## src/shared/spbi_pkg.sv

```systemverilog
package spbi_pkg;
	localparam int AD_W = 32;
	localparam int CBE_W = 4;
	localparam logic [1:0] TERM_NONE = 2'h0;
	localparam logic [1:0] TERM_DISC_DATA = 2'h1;
	localparam logic [1:0] TERM_DISC_NODATA = 2'h2;
	localparam logic [1:0] TERM_ABORT = 2'h3;

	// Request from the internal queue logic for one initiator transaction
	typedef struct packed {
		logic [31:0] addr;
		logic [3:0] cmd;
		logic lock;
		logic read;
	} spbi_req_t;

	// One data word with its byte enables
	typedef struct packed {
		logic [31:0] data;
		logic [3:0] be_n;
		logic last;
	} spbi_word_t;

	// Status flags passed to the primary side
	typedef struct packed {
		logic parity_err;
		logic retry;
		logic disc_data;
		logic disc_nodata;
		logic target_abort;
	} spbi_stat_t;

	typedef enum logic [2:0] {
		ST_IDLE,
		ST_ADDR,
		ST_DATA,
		ST_TURN,
		ST_TGT
	} spbi_state_t;
endpackage

```

## src/rtl/spbi_top.sv

```systemverilog
// Summary of operation
// Address/data lines carry address in address phase, data in data phases.
// Command/byte-enable lines carry command, then active-low byte enables.
// Parity line is even parity over 32 data bits and 4 enables.
// Parity appears one clock after the address or data it covers.
// Bridge drives parity whenever it drives address or data.
// Initiator holds FRAME asserted; deasserting it marks the final data phase.
// Data phase completes only when both ready signals are sampled asserted.
// Bridge asserts DEVSEL only after an address decode match.
// STOP with TRDY and DEVSEL means disconnect with data.
// STOP with DEVSEL, no TRDY: disconnect without data; retry if first phase.
// STOP without DEVSEL means target abort.
// After driving STOP, on idle drive it high one clock, then release.
// Locked transaction: LOCK high in first address phase, asserted one clock later.
// Locked transactions are never propagated upstream.
// Hold LOCK until next locked address phase or release; then drive high once.
// PERR asserted on received data parity error, two clocks after the data.
// PERR reported by target on writes, by initiator on reads.
// After driving PERR, on idle drive it high one clock, then release.
// Other agents may pull the system-error line low.
// Secondary system-error line is input only, never driven.
// System-error input is sampled and forwarded when enabled.
// Secondary system-error is one cause of the primary system-error output.
// System-error input is synchronised before forwarding.
// Parity errors and terminations are passed on as status flags.
`timescale 1ns/100ps
`default_nettype none
module spbi_top
	import spbi_pkg::*;
(
	input wire logic mclk, // Secondary bus clock
	input wire logic nrst, // Async reset, active low
	input wire logic [31:0] sec_ad_i, // Address/data in
	output logic [31:0] sec_ad_o, // Address/data out
	output logic sec_ad_oe, // Address/data enable
	input wire logic [3:0] sec_cmd_byte_enable_n_i, // Command/enables in
	output logic [3:0] sec_cmd_byte_enable_n_o, // Command/enables out
	output logic sec_cmd_byte_enable_n_oe, // Command/enables enable
	input wire logic sec_parity_bit_i, // Parity in
	output logic sec_parity_bit_o, // Parity out
	output logic sec_parity_bit_oe, // Parity enable
	input wire logic sec_frame_n_i, // Frame in
	output logic sec_frame_n_o, // Frame out
	output logic sec_frame_n_oe, // Frame enable
	input wire logic sec_initiator_ready_n_i, // Initiator ready in
	output logic sec_initiator_ready_n_o, // Initiator ready out
	output logic sec_initiator_ready_n_oe, // Initiator ready enable
	input wire logic sec_target_ready_n_i, // Target ready in
	output logic sec_target_ready_n_o, // Target ready out
	output logic sec_target_ready_n_oe, // Target ready enable
	input wire logic sec_device_select_n_i, // Device select in
	output logic sec_device_select_n_o, // Device select out
	output logic sec_device_select_n_oe, // Device select enable
	input wire logic sec_stop_n_i, // Stop in
	output logic sec_stop_n_o, // Stop out
	output logic sec_stop_n_oe, // Stop enable
	output logic sec_lock_n_o, // Lock out
	output logic sec_lock_n_oe, // Lock enable
	input wire logic sec_data_parity_err_n_i, // Parity error in
	output logic sec_data_parity_err_n_o, // Parity error out
	output logic sec_data_parity_err_n_oe, // Parity error enable
	input wire logic sec_system_err_in_n, // System error input only
	input wire logic serr_fwd_en, // Forwarding enable
	output logic pri_system_err_out_n_o, // Primary system error out
	output logic pri_system_err_out_n_oe, // Primary system error enable
	input wire logic req_valid, // Initiator request valid
	input wire spbi_req_t req, // Initiator request
	output logic req_ready, // Request accepted
	input wire logic wr_valid, // Write word valid
	input wire spbi_word_t wr_word, // Write word
	output logic wr_ready, // Write word taken
	output logic rd_valid, // Read word out valid
	output logic [31:0] rd_data, // Read word out
	output logic done, // Initiator transaction ended
	input wire logic lock_release, // Release downstream lock
	input wire logic tgt_hit, // Address decode match
	input wire logic tgt_ready, // Target data available or sink ready
	input wire logic tgt_retry, // Target wants retry
	input wire logic [31:0] tgt_rd_data, // Target read data
	output logic tgt_wr_valid, // Target write word
	output logic [31:0] tgt_wr_data, // Target write data
	output logic [3:0] tgt_wr_be_n, // Target write enables
	output logic [31:0] tgt_addr, // Captured target address
	output logic [3:0] tgt_cmd, // Captured target command
	output logic tgt_busy, // Target transaction in progress
	output spbi_stat_t status // One-cycle status pulses
);

	spbi_state_t st_q;
	logic [31:0] ad_o_q;
	logic [3:0] cbe_o_q;
	logic ad_oe_q, par_o_q, par_oe_q;
	logic frame_o_q, frame_oe_q, irdy_o_q, irdy_oe_q;
	logic trdy_o_q, trdy_oe_q, dsel_o_q, dsel_oe_q;
	logic stop_o_q, stop_oe_q, stop_drv_q;
	logic lock_o_q, lock_oe_q, lock_own_q, lock_pend_q, lock_rel_q;
	logic perr_o_q, perr_oe_q, perr_drv_q;
	logic first_q, rd_q, last_q;
	logic chk_q, exp_par_q;
	logic [31:0] ad_in_q;
	logic [3:0] cbe_in_q;
	logic rd_valid_q, done_q;
	logic [31:0] rd_data_q, tgt_wr_data_q, tgt_addr_q;
	logic [3:0] tgt_wr_be_q, tgt_cmd_q;
	logic tgt_wr_valid_q, tgt_rd_q;
	spbi_stat_t stat_q;
	logic [2:0] serr_sync_q;
	logic serr_q;

	logic bus_idle, xfer, stop_seen, devsel_seen, trdy_seen;
	logic tgt_start;

	// Bus idle when neither frame nor initiator ready is asserted
	assign bus_idle = sec_frame_n_i && sec_initiator_ready_n_i;
	assign xfer = !sec_initiator_ready_n_i && !sec_target_ready_n_i;
	assign stop_seen = !sec_stop_n_i;
	assign devsel_seen = !sec_device_select_n_i;
	assign trdy_seen = !sec_target_ready_n_i;
	assign tgt_start = (st_q == ST_IDLE) && !req_valid && !sec_frame_n_i && tgt_hit;
	assign req_ready = (st_q == ST_IDLE) && req_valid && bus_idle;
	// A word is taken whenever it is loaded onto the bus, including the first one in the address cycle
	assign wr_ready = !rd_q && ((st_q == ST_ADDR) || ((st_q == ST_DATA) && (xfer || irdy_o_q) && !(xfer && last_q) && !stop_seen));

	always_ff @(posedge mclk or negedge nrst) begin
		if (!nrst) begin
			st_q <= ST_IDLE;
			ad_o_q <= 32'h0000_0000;
			cbe_o_q <= 4'hf;
			ad_oe_q <= 1'b0;
			frame_o_q <= 1'b1;
			frame_oe_q <= 1'b0;
			irdy_o_q <= 1'b1;
			irdy_oe_q <= 1'b0;
			trdy_o_q <= 1'b1;
			trdy_oe_q <= 1'b0;
			dsel_o_q <= 1'b1;
			dsel_oe_q <= 1'b0;
			first_q <= 1'b0;
			rd_q <= 1'b0;
			last_q <= 1'b0;
			tgt_rd_q <= 1'b0;
			tgt_addr_q <= 32'h0000_0000;
			tgt_cmd_q <= 4'h0;
		end else begin
			case (st_q)
				ST_IDLE: begin
					if (req_ready) begin
						st_q <= ST_ADDR;
						ad_o_q <= req.addr;
						cbe_o_q <= req.cmd;
						ad_oe_q <= 1'b1;
						frame_o_q <= 1'b0;
						frame_oe_q <= 1'b1;
						irdy_o_q <= 1'b1;
						irdy_oe_q <= 1'b1;
						rd_q <= req.read;
						first_q <= 1'b1;
					end else if (tgt_start) begin
						st_q <= ST_TGT;
						tgt_addr_q <= sec_ad_i;
						tgt_cmd_q <= sec_cmd_byte_enable_n_i;
						tgt_rd_q <= !sec_cmd_byte_enable_n_i[0];
						dsel_o_q <= 1'b0;
						dsel_oe_q <= 1'b1;
						trdy_o_q <= 1'b1;
						trdy_oe_q <= 1'b1;
						first_q <= 1'b1;
					end
				end
				ST_ADDR: begin
					st_q <= ST_DATA;
					ad_oe_q <= !rd_q;
					ad_o_q <= wr_word.data;
					cbe_o_q <= wr_word.be_n;
					irdy_o_q <= !(rd_q || wr_valid);
					frame_o_q <= !rd_q ? wr_word.last : 1'b1;
					last_q <= rd_q || wr_word.last;
				end
				ST_DATA: begin
					if (xfer || stop_seen) begin
						first_q <= 1'b0;
					end
					if ((xfer && last_q) || stop_seen) begin
						st_q <= ST_TURN;
						frame_o_q <= 1'b1;
						irdy_o_q <= 1'b1;
						ad_oe_q <= 1'b0;
					end else if (!rd_q && (xfer || irdy_o_q) && wr_valid) begin
						ad_o_q <= wr_word.data;
						cbe_o_q <= wr_word.be_n;
						irdy_o_q <= 1'b0;
						frame_o_q <= wr_word.last;
						last_q <= wr_word.last;
					end else if (xfer) begin
						irdy_o_q <= 1'b1;
					end
				end
				ST_TURN: begin
					st_q <= ST_IDLE;
					frame_oe_q <= 1'b0;
					irdy_oe_q <= 1'b0;
					trdy_oe_q <= 1'b0;
					dsel_oe_q <= 1'b0;
					ad_oe_q <= 1'b0;
				end
				ST_TGT: begin
					ad_oe_q <= tgt_rd_q;
					ad_o_q <= tgt_rd_data;
					trdy_o_q <= !(tgt_ready && !tgt_retry);
					if (xfer) begin
						first_q <= 1'b0;
					end
					if (sec_frame_n_i && (xfer || !stop_o_q)) begin
						st_q <= ST_TURN;
						trdy_o_q <= 1'b1;
						dsel_o_q <= 1'b1;
						ad_oe_q <= 1'b0;
					end
				end
				default: st_q <= ST_IDLE;
			endcase
		end
	end

	// Target termination: retry drives STOP for the transaction
	always_ff @(posedge mclk or negedge nrst) begin
		if (!nrst) begin
			stop_o_q <= 1'b1;
			stop_oe_q <= 1'b0;
			stop_drv_q <= 1'b0;
		end else if (st_q == ST_TGT && tgt_retry) begin
			stop_o_q <= 1'b0;
			stop_oe_q <= 1'b1;
			stop_drv_q <= 1'b1;
		end else if (stop_drv_q && !stop_o_q) begin
			stop_o_q <= 1'b1;
		end else if (stop_drv_q && bus_idle) begin
			stop_drv_q <= 1'b0;
			stop_oe_q <= 1'b0;
		end
	end

	// Lock is only ever driven downstream; nothing upstream sees it
	always_ff @(posedge mclk or negedge nrst) begin
		if (!nrst) begin
			lock_o_q <= 1'b1;
			lock_oe_q <= 1'b0;
			lock_own_q <= 1'b0;
			lock_pend_q <= 1'b0;
			lock_rel_q <= 1'b0;
		end else if (req_ready && req.lock) begin
			lock_o_q <= 1'b1;
			lock_oe_q <= 1'b1;
			lock_pend_q <= 1'b1;
			lock_own_q <= 1'b1;
		end else if (lock_pend_q) begin
			lock_o_q <= 1'b0;
			lock_pend_q <= 1'b0;
		end else if (lock_own_q && lock_release && bus_idle) begin
			lock_o_q <= 1'b1;
			lock_own_q <= 1'b0;
			lock_rel_q <= 1'b1;
		end else if (lock_rel_q) begin
			lock_oe_q <= 1'b0;
			lock_rel_q <= 1'b0;
		end
	end

	// Parity follows whatever the bridge drove one clock earlier
	always_ff @(posedge mclk or negedge nrst) begin
		if (!nrst) begin
			par_o_q <= 1'b0;
			par_oe_q <= 1'b0;
		end else begin
			// Enables come from the bus: as a target they belong to the far initiator
			par_o_q <= ^{ad_o_q, sec_cmd_byte_enable_n_i};
			par_oe_q <= ad_oe_q;
		end
	end

	// Received data check: reads as initiator, writes as target
	always_ff @(posedge mclk or negedge nrst) begin
		if (!nrst) begin
			chk_q <= 1'b0;
			ad_in_q <= 32'h0000_0000;
			cbe_in_q <= 4'h0;
			exp_par_q <= 1'b0;
		end else begin
			chk_q <= xfer && ((st_q == ST_DATA && rd_q) || (st_q == ST_TGT && !tgt_rd_q));
			ad_in_q <= sec_ad_i;
			cbe_in_q <= sec_cmd_byte_enable_n_i;
			exp_par_q <= ^{sec_ad_i, sec_cmd_byte_enable_n_i};
		end
	end

	always_ff @(posedge mclk or negedge nrst) begin
		if (!nrst) begin
			perr_o_q <= 1'b1;
			perr_oe_q <= 1'b0;
			perr_drv_q <= 1'b0;
		end else if (chk_q && (exp_par_q != sec_parity_bit_i)) begin
			perr_o_q <= 1'b0;
			perr_oe_q <= 1'b1;
			perr_drv_q <= 1'b1;
		end else if (perr_drv_q && !perr_o_q) begin
			perr_o_q <= 1'b1;
		end else if (perr_drv_q && bus_idle) begin
			perr_drv_q <= 1'b0;
			perr_oe_q <= 1'b0;
		end
	end

	// Data to the queues and termination flags
	always_ff @(posedge mclk or negedge nrst) begin
		if (!nrst) begin
			rd_valid_q <= 1'b0;
			rd_data_q <= 32'h0000_0000;
			tgt_wr_valid_q <= 1'b0;
			tgt_wr_data_q <= 32'h0000_0000;
			tgt_wr_be_q <= 4'hf;
			done_q <= 1'b0;
			stat_q <= '0;
		end else begin
			rd_valid_q <= (st_q == ST_DATA) && rd_q && xfer;
			rd_data_q <= sec_ad_i;
			tgt_wr_valid_q <= (st_q == ST_TGT) && !tgt_rd_q && xfer;
			tgt_wr_data_q <= sec_ad_i;
			tgt_wr_be_q <= sec_cmd_byte_enable_n_i;
			done_q <= (st_q == ST_DATA) && ((xfer && last_q) || stop_seen);
			stat_q.parity_err <= chk_q && (exp_par_q != sec_parity_bit_i);
			stat_q.disc_data <= (st_q == ST_DATA) && stop_seen && trdy_seen && devsel_seen;
			stat_q.disc_nodata <= (st_q == ST_DATA) && stop_seen && !trdy_seen && devsel_seen && !first_q;
			stat_q.retry <= (st_q == ST_DATA) && stop_seen && !trdy_seen && devsel_seen && first_q;
			stat_q.target_abort <= (st_q == ST_DATA) && stop_seen && !devsel_seen;
		end
	end

	// Three-stage capture; the first stage feeds only the second
	always_ff @(posedge mclk or negedge nrst) begin
		if (!nrst) begin
			serr_sync_q <= 3'h7;
			serr_q <= 1'b0;
		end else begin
			serr_sync_q <= {serr_sync_q[1:0], sec_system_err_in_n};
			if (serr_sync_q[1] == serr_sync_q[2]) begin
				serr_q <= !serr_sync_q[2] && serr_fwd_en;
			end
		end
	end

	assign sec_ad_o = ad_o_q;
	assign sec_ad_oe = ad_oe_q;
	assign sec_cmd_byte_enable_n_o = cbe_o_q;
	assign sec_cmd_byte_enable_n_oe = frame_oe_q;
	assign sec_parity_bit_o = par_o_q;
	assign sec_parity_bit_oe = par_oe_q;
	assign sec_frame_n_o = frame_o_q;
	assign sec_frame_n_oe = frame_oe_q;
	assign sec_initiator_ready_n_o = irdy_o_q;
	assign sec_initiator_ready_n_oe = irdy_oe_q;
	assign sec_target_ready_n_o = trdy_o_q;
	assign sec_target_ready_n_oe = trdy_oe_q;
	assign sec_device_select_n_o = dsel_o_q;
	assign sec_device_select_n_oe = dsel_oe_q;
	assign sec_stop_n_o = stop_o_q;
	assign sec_stop_n_oe = stop_oe_q;
	assign sec_lock_n_o = lock_o_q;
	assign sec_lock_n_oe = lock_oe_q;
	assign sec_data_parity_err_n_o = perr_o_q;
	assign sec_data_parity_err_n_oe = perr_oe_q;
	assign pri_system_err_out_n_o = 1'b0;
	assign pri_system_err_out_n_oe = serr_q; // Open drain: only pulls low
	assign rd_valid = rd_valid_q;
	assign rd_data = rd_data_q;
	assign done = done_q;
	assign tgt_wr_valid = tgt_wr_valid_q;
	assign tgt_wr_data = tgt_wr_data_q;
	assign tgt_wr_be_n = tgt_wr_be_q;
	assign tgt_addr = tgt_addr_q;
	assign tgt_cmd = tgt_cmd_q;
	assign tgt_busy = (st_q == ST_TGT);
	assign status = stat_q;

endmodule
`default_nettype wire

```

## config.mk

```make
export PLATFORM = sky130hd
export DESIGN_NAME = spbi_top
export DESIGN_NICKNAME = d
export VERILOG_FILES = /design/src/shared/spbi_pkg.sv /design/src/rtl/spbi_top.sv
export SDC_FILE = /design/constraint.sdc
export NUM_CORES = 1
export LEC_CHECK = 0
export ABC_AREA = 1
export BUFFER_PORTS_ARGS = -buffer_cell sky130_fd_sc_hd__buf_4
export CAP_MARGIN = 20
export CORE_MARGIN = 4
export CORE_UTILIZATION = 40
export CTS_CLUSTER_DIAMETER = 150
export DETAILED_ROUTE_END_ITERATION = 7
export HOLD_SLACK_MARGIN = 0.15
export PLACE_DENSITY = 0.69
export SETUP_SLACK_MARGIN = 0.5
export SYNTH_ARGS = -nofsm -noshare
export SYNTH_HDL_FRONTEND = slang
export SYNTH_SLANG_ARGS = --single-unit
```

## constraint.sdc

```tcl
create_clock -name mclk -period 3.7 [get_ports mclk]
set_clock_uncertainty 0.15 [all_clocks]
set_input_delay 0.37 -clock mclk [delete_from_list [all_inputs] [get_ports mclk]]
set_output_delay 0.37 -clock mclk [all_outputs]
set_load 0.02 [all_outputs]
```

==> flow_metrics.env, run 1 <==
export IMPL_yosysTopAreaCell="dfrtp_1"
export IMPL_drt_total_wl_um=23200
export IMPL_cts_made_buffers=17
export IMPL_p_sw_uw=4020
export IMPL_grt_pass1_wl_um=37800
export IMPL_rows=50
export IMPL_die_w_um=146
export IMPL_nFillCells=1565
export IMPL_place_hpwl_um=16600
export IMPL_max_freq_mhz=347
export IMPL_finalInstanceArea_um2=11800
export IMPL_cts_path_max_buffers=2
export IMPL_r2r_start="st_q[0]"
export IMPL_grt_pass1_vias=7753
export IMPL_drt_iter0_markers=296
export IMPL_synth_cell_types=36
export IMPL_hp_start="wr_word[5]"
export IMPL_finalHoldViolations=0
export IMPL_first_pass_iters=5
export IMPL_crit_type="in2reg"
export IMPL_internal_power_uw=5300
export IMPL_cts_tree="built"
export IMPL_synth_seq_cells=147
export IMPL_cts_reportedPaths_clkPinSlew_ns=0.07
export IMPL_rsz0062_at_grt="false"
export IMPL_path_max_fanout=8
export IMPL_synth_seq_area_share=0.489
export IMPL_via_count=7793
export IMPL_post_drt_wl_per_cell_um=13.9
export IMPL_period_needed_ns=2.88
export IMPL_slew_viol_final=0
export IMPL_synth_warnings=0
export IMPL_groute_usage_overall=0.217
export IMPL_cp_startpoint="sec_target_ready_n_i"
export IMPL_antenna_left=0
export IMPL_ios=331
export IMPL_p_leak_uw=0.00637
export IMPL_crit_path_start_kind="input port"
export IMPL_drc=0
export IMPL_htree_levels=4
export IMPL_outcome="complete, no violations"
export IMPL_grt_start_max_net_pins=79
export IMPL_cp_end_kind="register"
export IMPL_die_height_um=146
export IMPL_synthCells=1008
export IMPL_area_growth_synth_to_final_pct=56.4
export IMPL_maxCapViolations=0
export IMPL_core_um2=18600
export IMPL_fin_nets=1586
export IMPL_seq_power_share=0.281
export IMPL_tns_ns=0
export IMPL_final_common_cell="nand2_1"
export IMPL_clock_sinks=147
export IMPL_swShare=0.431
export IMPL_viasPerCell=4.66
export IMPL_synthTopCellsByArea="dfrtp_1 43%, nand2_1 24%, dfstp_2 6.2%, inv_1 5.0%, buf_4 3.6%"
export IMPL_clockPowerShare=0.189
export IMPL_synth_top_area_frac=0.426
export IMPL_initial_core_util=0.406
export IMPL_worstPathArrival_ns=3.09
export IMPL_required_ns=3.91
export IMPL_power_density_nw_per_um2=787
export IMPL_final_util=0.635
export IMPL_mostFrequentLayoutCells="476 x nand2_1, 334 x buf_4, 129 x dfrtp_1"
export IMPL_antenna_found_initial=1
export IMPL_insertion_delay_ns=0.42
export IMPL_io_buffer_count=328
export IMPL_hold_class="in2reg"
export IMPL_worst_slew_pin_slew_ns=0.791
export IMPL_fin_crit_sh=0.779
export IMPL_syn_area_um2=7570
export IMPL_vdd_ir_drop_max_mv=0.510
export IMPL_postCtsSetupRepairBufs=0
export IMPL_slew_limit_headroom=0.469
export IMPL_die_area_um2=21200
export IMPL_timing_hold_ws_ns=0.163
export IMPL_setup_viol_count_final=0
export IMPL_cts_root_buf="clkbuf_16"
export IMPL_power_frac_comb=0.529
export IMPL_syn_nets=1168
export IMPL_place_gp_congestion=0.831
export IMPL_overflow=0
export IMPL_post_dp_cell_area_um2=10000
export IMPL_syn_avg_cell_area_um2=7.51
export IMPL_final_layout_size_suffix_gt1_frac=0.295
## power by group through the flow
| stage | Combinational, uW | Clock, uW | Sequential, uW |
|---|---|---|---|
| floorplan | 2450 | 0 | 3170 |
| detailed placement | 4530 | 0 | 2640 |
| global placement | 4460 | 0 | 2620 |
| CTS | 4940 | 1810 | 2620 |
| finish | 4930 | 1760 | 2620 |
| global route | 5440 | 1880 | 2710 |
## per-layer routing
metal / global-route usage / part of all wire
met1: 0.260 / 0.42
met4: 0.0935 / 0.034
met2: 0.378 / 0.50
met3: 0.0492 / 0.050
met5: 0 / 0
## worst paths after layout
path	to	slack [ns]	cells after the start
max in group asynchronous	sec_stop_n_o	2.20	3
min reg2reg	serr_sync_q[1]	0.21	0
min	sec_ad_o[0]	0.16	5
min in group asynchronous	tgt_wr_data[6]	0.40	2
max reg2reg	sec_cmd_byte_enable_n_o[0]	0.92	9
max	sec_cmd_byte_enable_n_o[2]	0.82	12
## critical path, cell delays in order
cell and delay, ns:
dlygate4sd3_1 0.55, buf_4 0.16, nor2_1 0.34, nor2_1 0.07, nor2_1 0.15, nand2_1 0.07
nand2_1 0.08, nand2_1 0.16, nor2_2 0.32, nand3_1 0.13, dlygate4sd3_1 0.59, o21a_1 0.11
## cell families (layout without fill, tap and decap cells)
kind of cell,after synthesis,in the layout,synth area share
AOI/OAI and AO/OA,97,97,0.0813
xor gates and xnor gates,16,16,0.0185
buffers and inverters,166,597,0.106
DFF,147,147,0.489
other,1,2,0.000495
and+or+nand+nor,581,581,0.304
## registers in the layout (all words and copies together), names as in the netlist, 3 cells and up
register	flops
sec_ad_o	32
sec_cmd_byte_enable_n_o	4
st_q	3
tgt_cmd	4
serr_sync_q	3
tgt_wr_data	32
tgt_addr	32
status	5
tgt_wr_be_n	4
## repair_timing
action	CTS	global route
setup endpoints to repair	0	2
resized for setup	0	1
hold buffers	122	0
endpoints found under the hold margin	187	0
## per-stage QoR
stage / total power, uW / setup slack (ns) / std cells
5_1_grt: 10000 / 0.643 / 1674
2_1_floorplan: 5620 / 1.71 / 1008
6_report: 9320 / 0.817 / 1674
4_1_cts: 9370 / 0.802 / 1673
3_3_place_gp: 7080 / 1.03 / 1519
3_5_place_dp: 7170 / 0.971 / 1519
## cell usage after synthesis, drive strengths merged
cell / number
nand4: 4
a211oi: 1
dfstp: 18
dfrtp: 129
o21bai: 1
o21ai: 79
a31oi: 2
a31o: 1
or2: 1
o22ai: 1
nor3b: 1
nand2: 478
nand3: 53
nor2: 37
o21a: 4
a21oi: 6
conb: 1
nor3: 6
xor2: 5
xnor2: 11
clkbuf: 14
buf: 46
inv: 105
nor4: 1
o31ai: 2
clkinv: 1
## area by class of cell
cell class	count	area, um^2	area share
repair buffers	459	3780	0.319
flip-flops and latches	147	3700	0.313
multi-input cells	695	3070	0.259
clock buffers	18	429	0.0362
inverters	106	398	0.0336
well taps	234	293	0.0247
clock inverters	14	168	0.0142
diodes	1	2.50	0.000211
Note: power is estimated with default switching activity, not from simulation.
==> run 2: changes to the inputs <==
Clock period 3.7 ns to 2.8 ns, I/O delays scaled along.
==> run 2 against run 1 <==
  * Register-to-register slack worse by 0.29 ns
  * Worst setup slack worse by 0.20 ns
  * Critical path depth down 7
  * Critical endpoint is now tgt_busy
==> flow_metrics.env, run 2 (synthesized netlist as in run 1, its figures left out) <==
export IMPL_drt_total_wl_um=24900
export IMPL_via_count=8041
export IMPL_period_needed_ns=2.18
export IMPL_path_max_fanout=38
export IMPL_initial_core_util=0.406
export IMPL_final_common_cell="nand2_1"
export IMPL_clock_sinks=147
export IMPL_place_ws_ns=0.584
export IMPL_power_density_nw_per_um2=1000
export IMPL_p_leak_uw=0.00660
export IMPL_final_util=0.663
export IMPL_grt_start_max_net_pins=71
export IMPL_vdd_ir_drop_max_mv=0.772
export IMPL_crit_path_start_kind="register"
export IMPL_drc=0
export IMPL_overflow=0
export IMPL_antenna_found_initial=0
export IMPL_slew_limit_headroom=0.581
export IMPL_fin_nets=1629
export IMPL_max_stage_delay_ns=0.40
export IMPL_drt_iter0_markers=347
export IMPL_outcome="complete, no violations"
export IMPL_r2r_worst_path_cells=8
export IMPL_required_ns=2.37
export IMPL_first_pass_iters=5
export IMPL_cp_end_kind="primary output"
export IMPL_stdcell_count=1716
export IMPL_slew_viol_final=0
export IMPL_nFillCells=1480
export IMPL_maxCapViolations=0
export IMPL_tns_ns=0
export IMPL_hold_class="reg2reg"
export IMPL_rows=50
export IMPL_crit_type="reg2out"
export IMPL_mostFrequentLayoutCells="476 x nand2_1, 332 x buf_4, 164 x dlygate4sd3_1"
export IMPL_cts_tree="built"
export IMPL_die_area_um2=21200
export IMPL_antenna_left=0
export IMPL_worst_slack_ns=0.615
export IMPL_cts_path_max_buffers=2
export IMPL_regArea_um2=3700
export IMPL_final_layout_size_suffix_gt1_frac=0.288
export IMPL_dp_cells=1517
export IMPL_area_growth_synth_to_final_pct=63.2
export IMPL_io_buffer_count=328
export IMPL_cts_reportedPaths_clkPinSlew_ns=0.07
export IMPL_die_height_um=146
export IMPL_ios=331
export IMPL_worstPathArrival_ns=1.75
export IMPL_diodes=0
export IMPL_worst_slew_pin_slew_ns=0.628
export IMPL_finalHoldViolations=0
export IMPL_insertion_delay_ns=0.42
export IMPL_p_total_uw=12400
export IMPL_setup_viol_count_final=0
export IMPL_multi_input_area_um2=3080
export IMPL_fin_crit_sh=0.780
export IMPL_grt_pass1_wl_um=39800
export IMPL_place_gp_congestion=0.864
export IMPL_grt_pass1_vias=8052
export IMPL_crit_chain="inv_1 -> nand2_1 -> nor2_2 -> buf_6 -> buf_4"
export IMPL_viasPerCell=4.69
export IMPL_rsz0062_at_grt="true"
export IMPL_whs_path_depth=0
export IMPL_groute_usage_overall=0.229
export IMPL_htree_levels=4
export IMPL_die_w_um=146
export IMPL_place_hpwl_um=16300
export IMPL_cts_root_buf="clkbuf_16"
export IMPL_max_freq_mhz=458
export IMPL_post_drt_wl_per_cell_um=14.5
export IMPL_cts_made_buffers=17
export IMPL_core_um2=18600
export IMPL_critPathSlowestCell="dfrtp_1"
## run 2: cell count changes in the layout (fill, tap and decap cells not counted), sizes merged
cell         delta
bufinv          +2
clkinv          +1
diode           -1
inv             -1
clkinvlp        -2
clkbuf          +1
dlygate4sd3    +42
## run 2: area by class of cell
cell class,count,area share
Tap cell,234,0.0237
Multi-Input combinational cell,695,0.249
Clock inverter,14,0.0173
Timing Repair Buffer,502,0.343
Sequential cell,147,0.300
Inverter,106,0.0322
Clock buffer,18,0.0355
## run 2: through the flow
step                      hold slack [ns]  instance area [um^2]
after floorplan                    -0.166                  7570
after CTS                           0.195                 12300
after detailed placement            0.144                 10000
after global placement              0.140                 10000
final                               0.205                 12400
after global routing                0.213                 12400
## run 2: power breakdown
part	switching, uW	internal, uW
Combinational	3840	2560
Sequential	549	2910
Clock	979	1550
Total	5370	7020
## run 2: worst paths after layout
check                               startpoint                         end  slack, ns
worst min register to register  serr_sync_q[0]              serr_sync_q[1]       0.21
min in group asynchronous                 nrst     pri_system_err_out_n_oe       0.25
max in group asynchronous                 nrst            sec_parity_bit_o       1.41
worst min-delay path            serr_sync_q[0]              serr_sync_q[1]       0.21
worst max-delay path                   st_q[1]                    tgt_busy       0.62
worst max register to register         st_q[2]  sec_cmd_byte_enable_n_o[0]       0.63
## run 2: worst max-delay path: cells and delay by family (launching register included)
kind          cells  cell delay (ns)
buf+inv           3             0.67
flops             1             0.40
simple gates      2             0.27
## run 2: repair_timing
| item | CTS | global route |
|---|---|---|
| endpoints found under the setup margin | 0 | 56 |
| hold buffers | 164 | 0 |
| hold endpoints to repair | 195 | 0 |
| gates resized for setup | 0 | 8 |
| setup buffers | 0 | 2 |
## run 2: layer usage
layer / global-route usage / wire (um)
met5: 0 / 0
met1: 0.265 / 9970
met2: 0.401 / 12700
met3: 0.0536 / 1290
met4: 0.109 / 1010
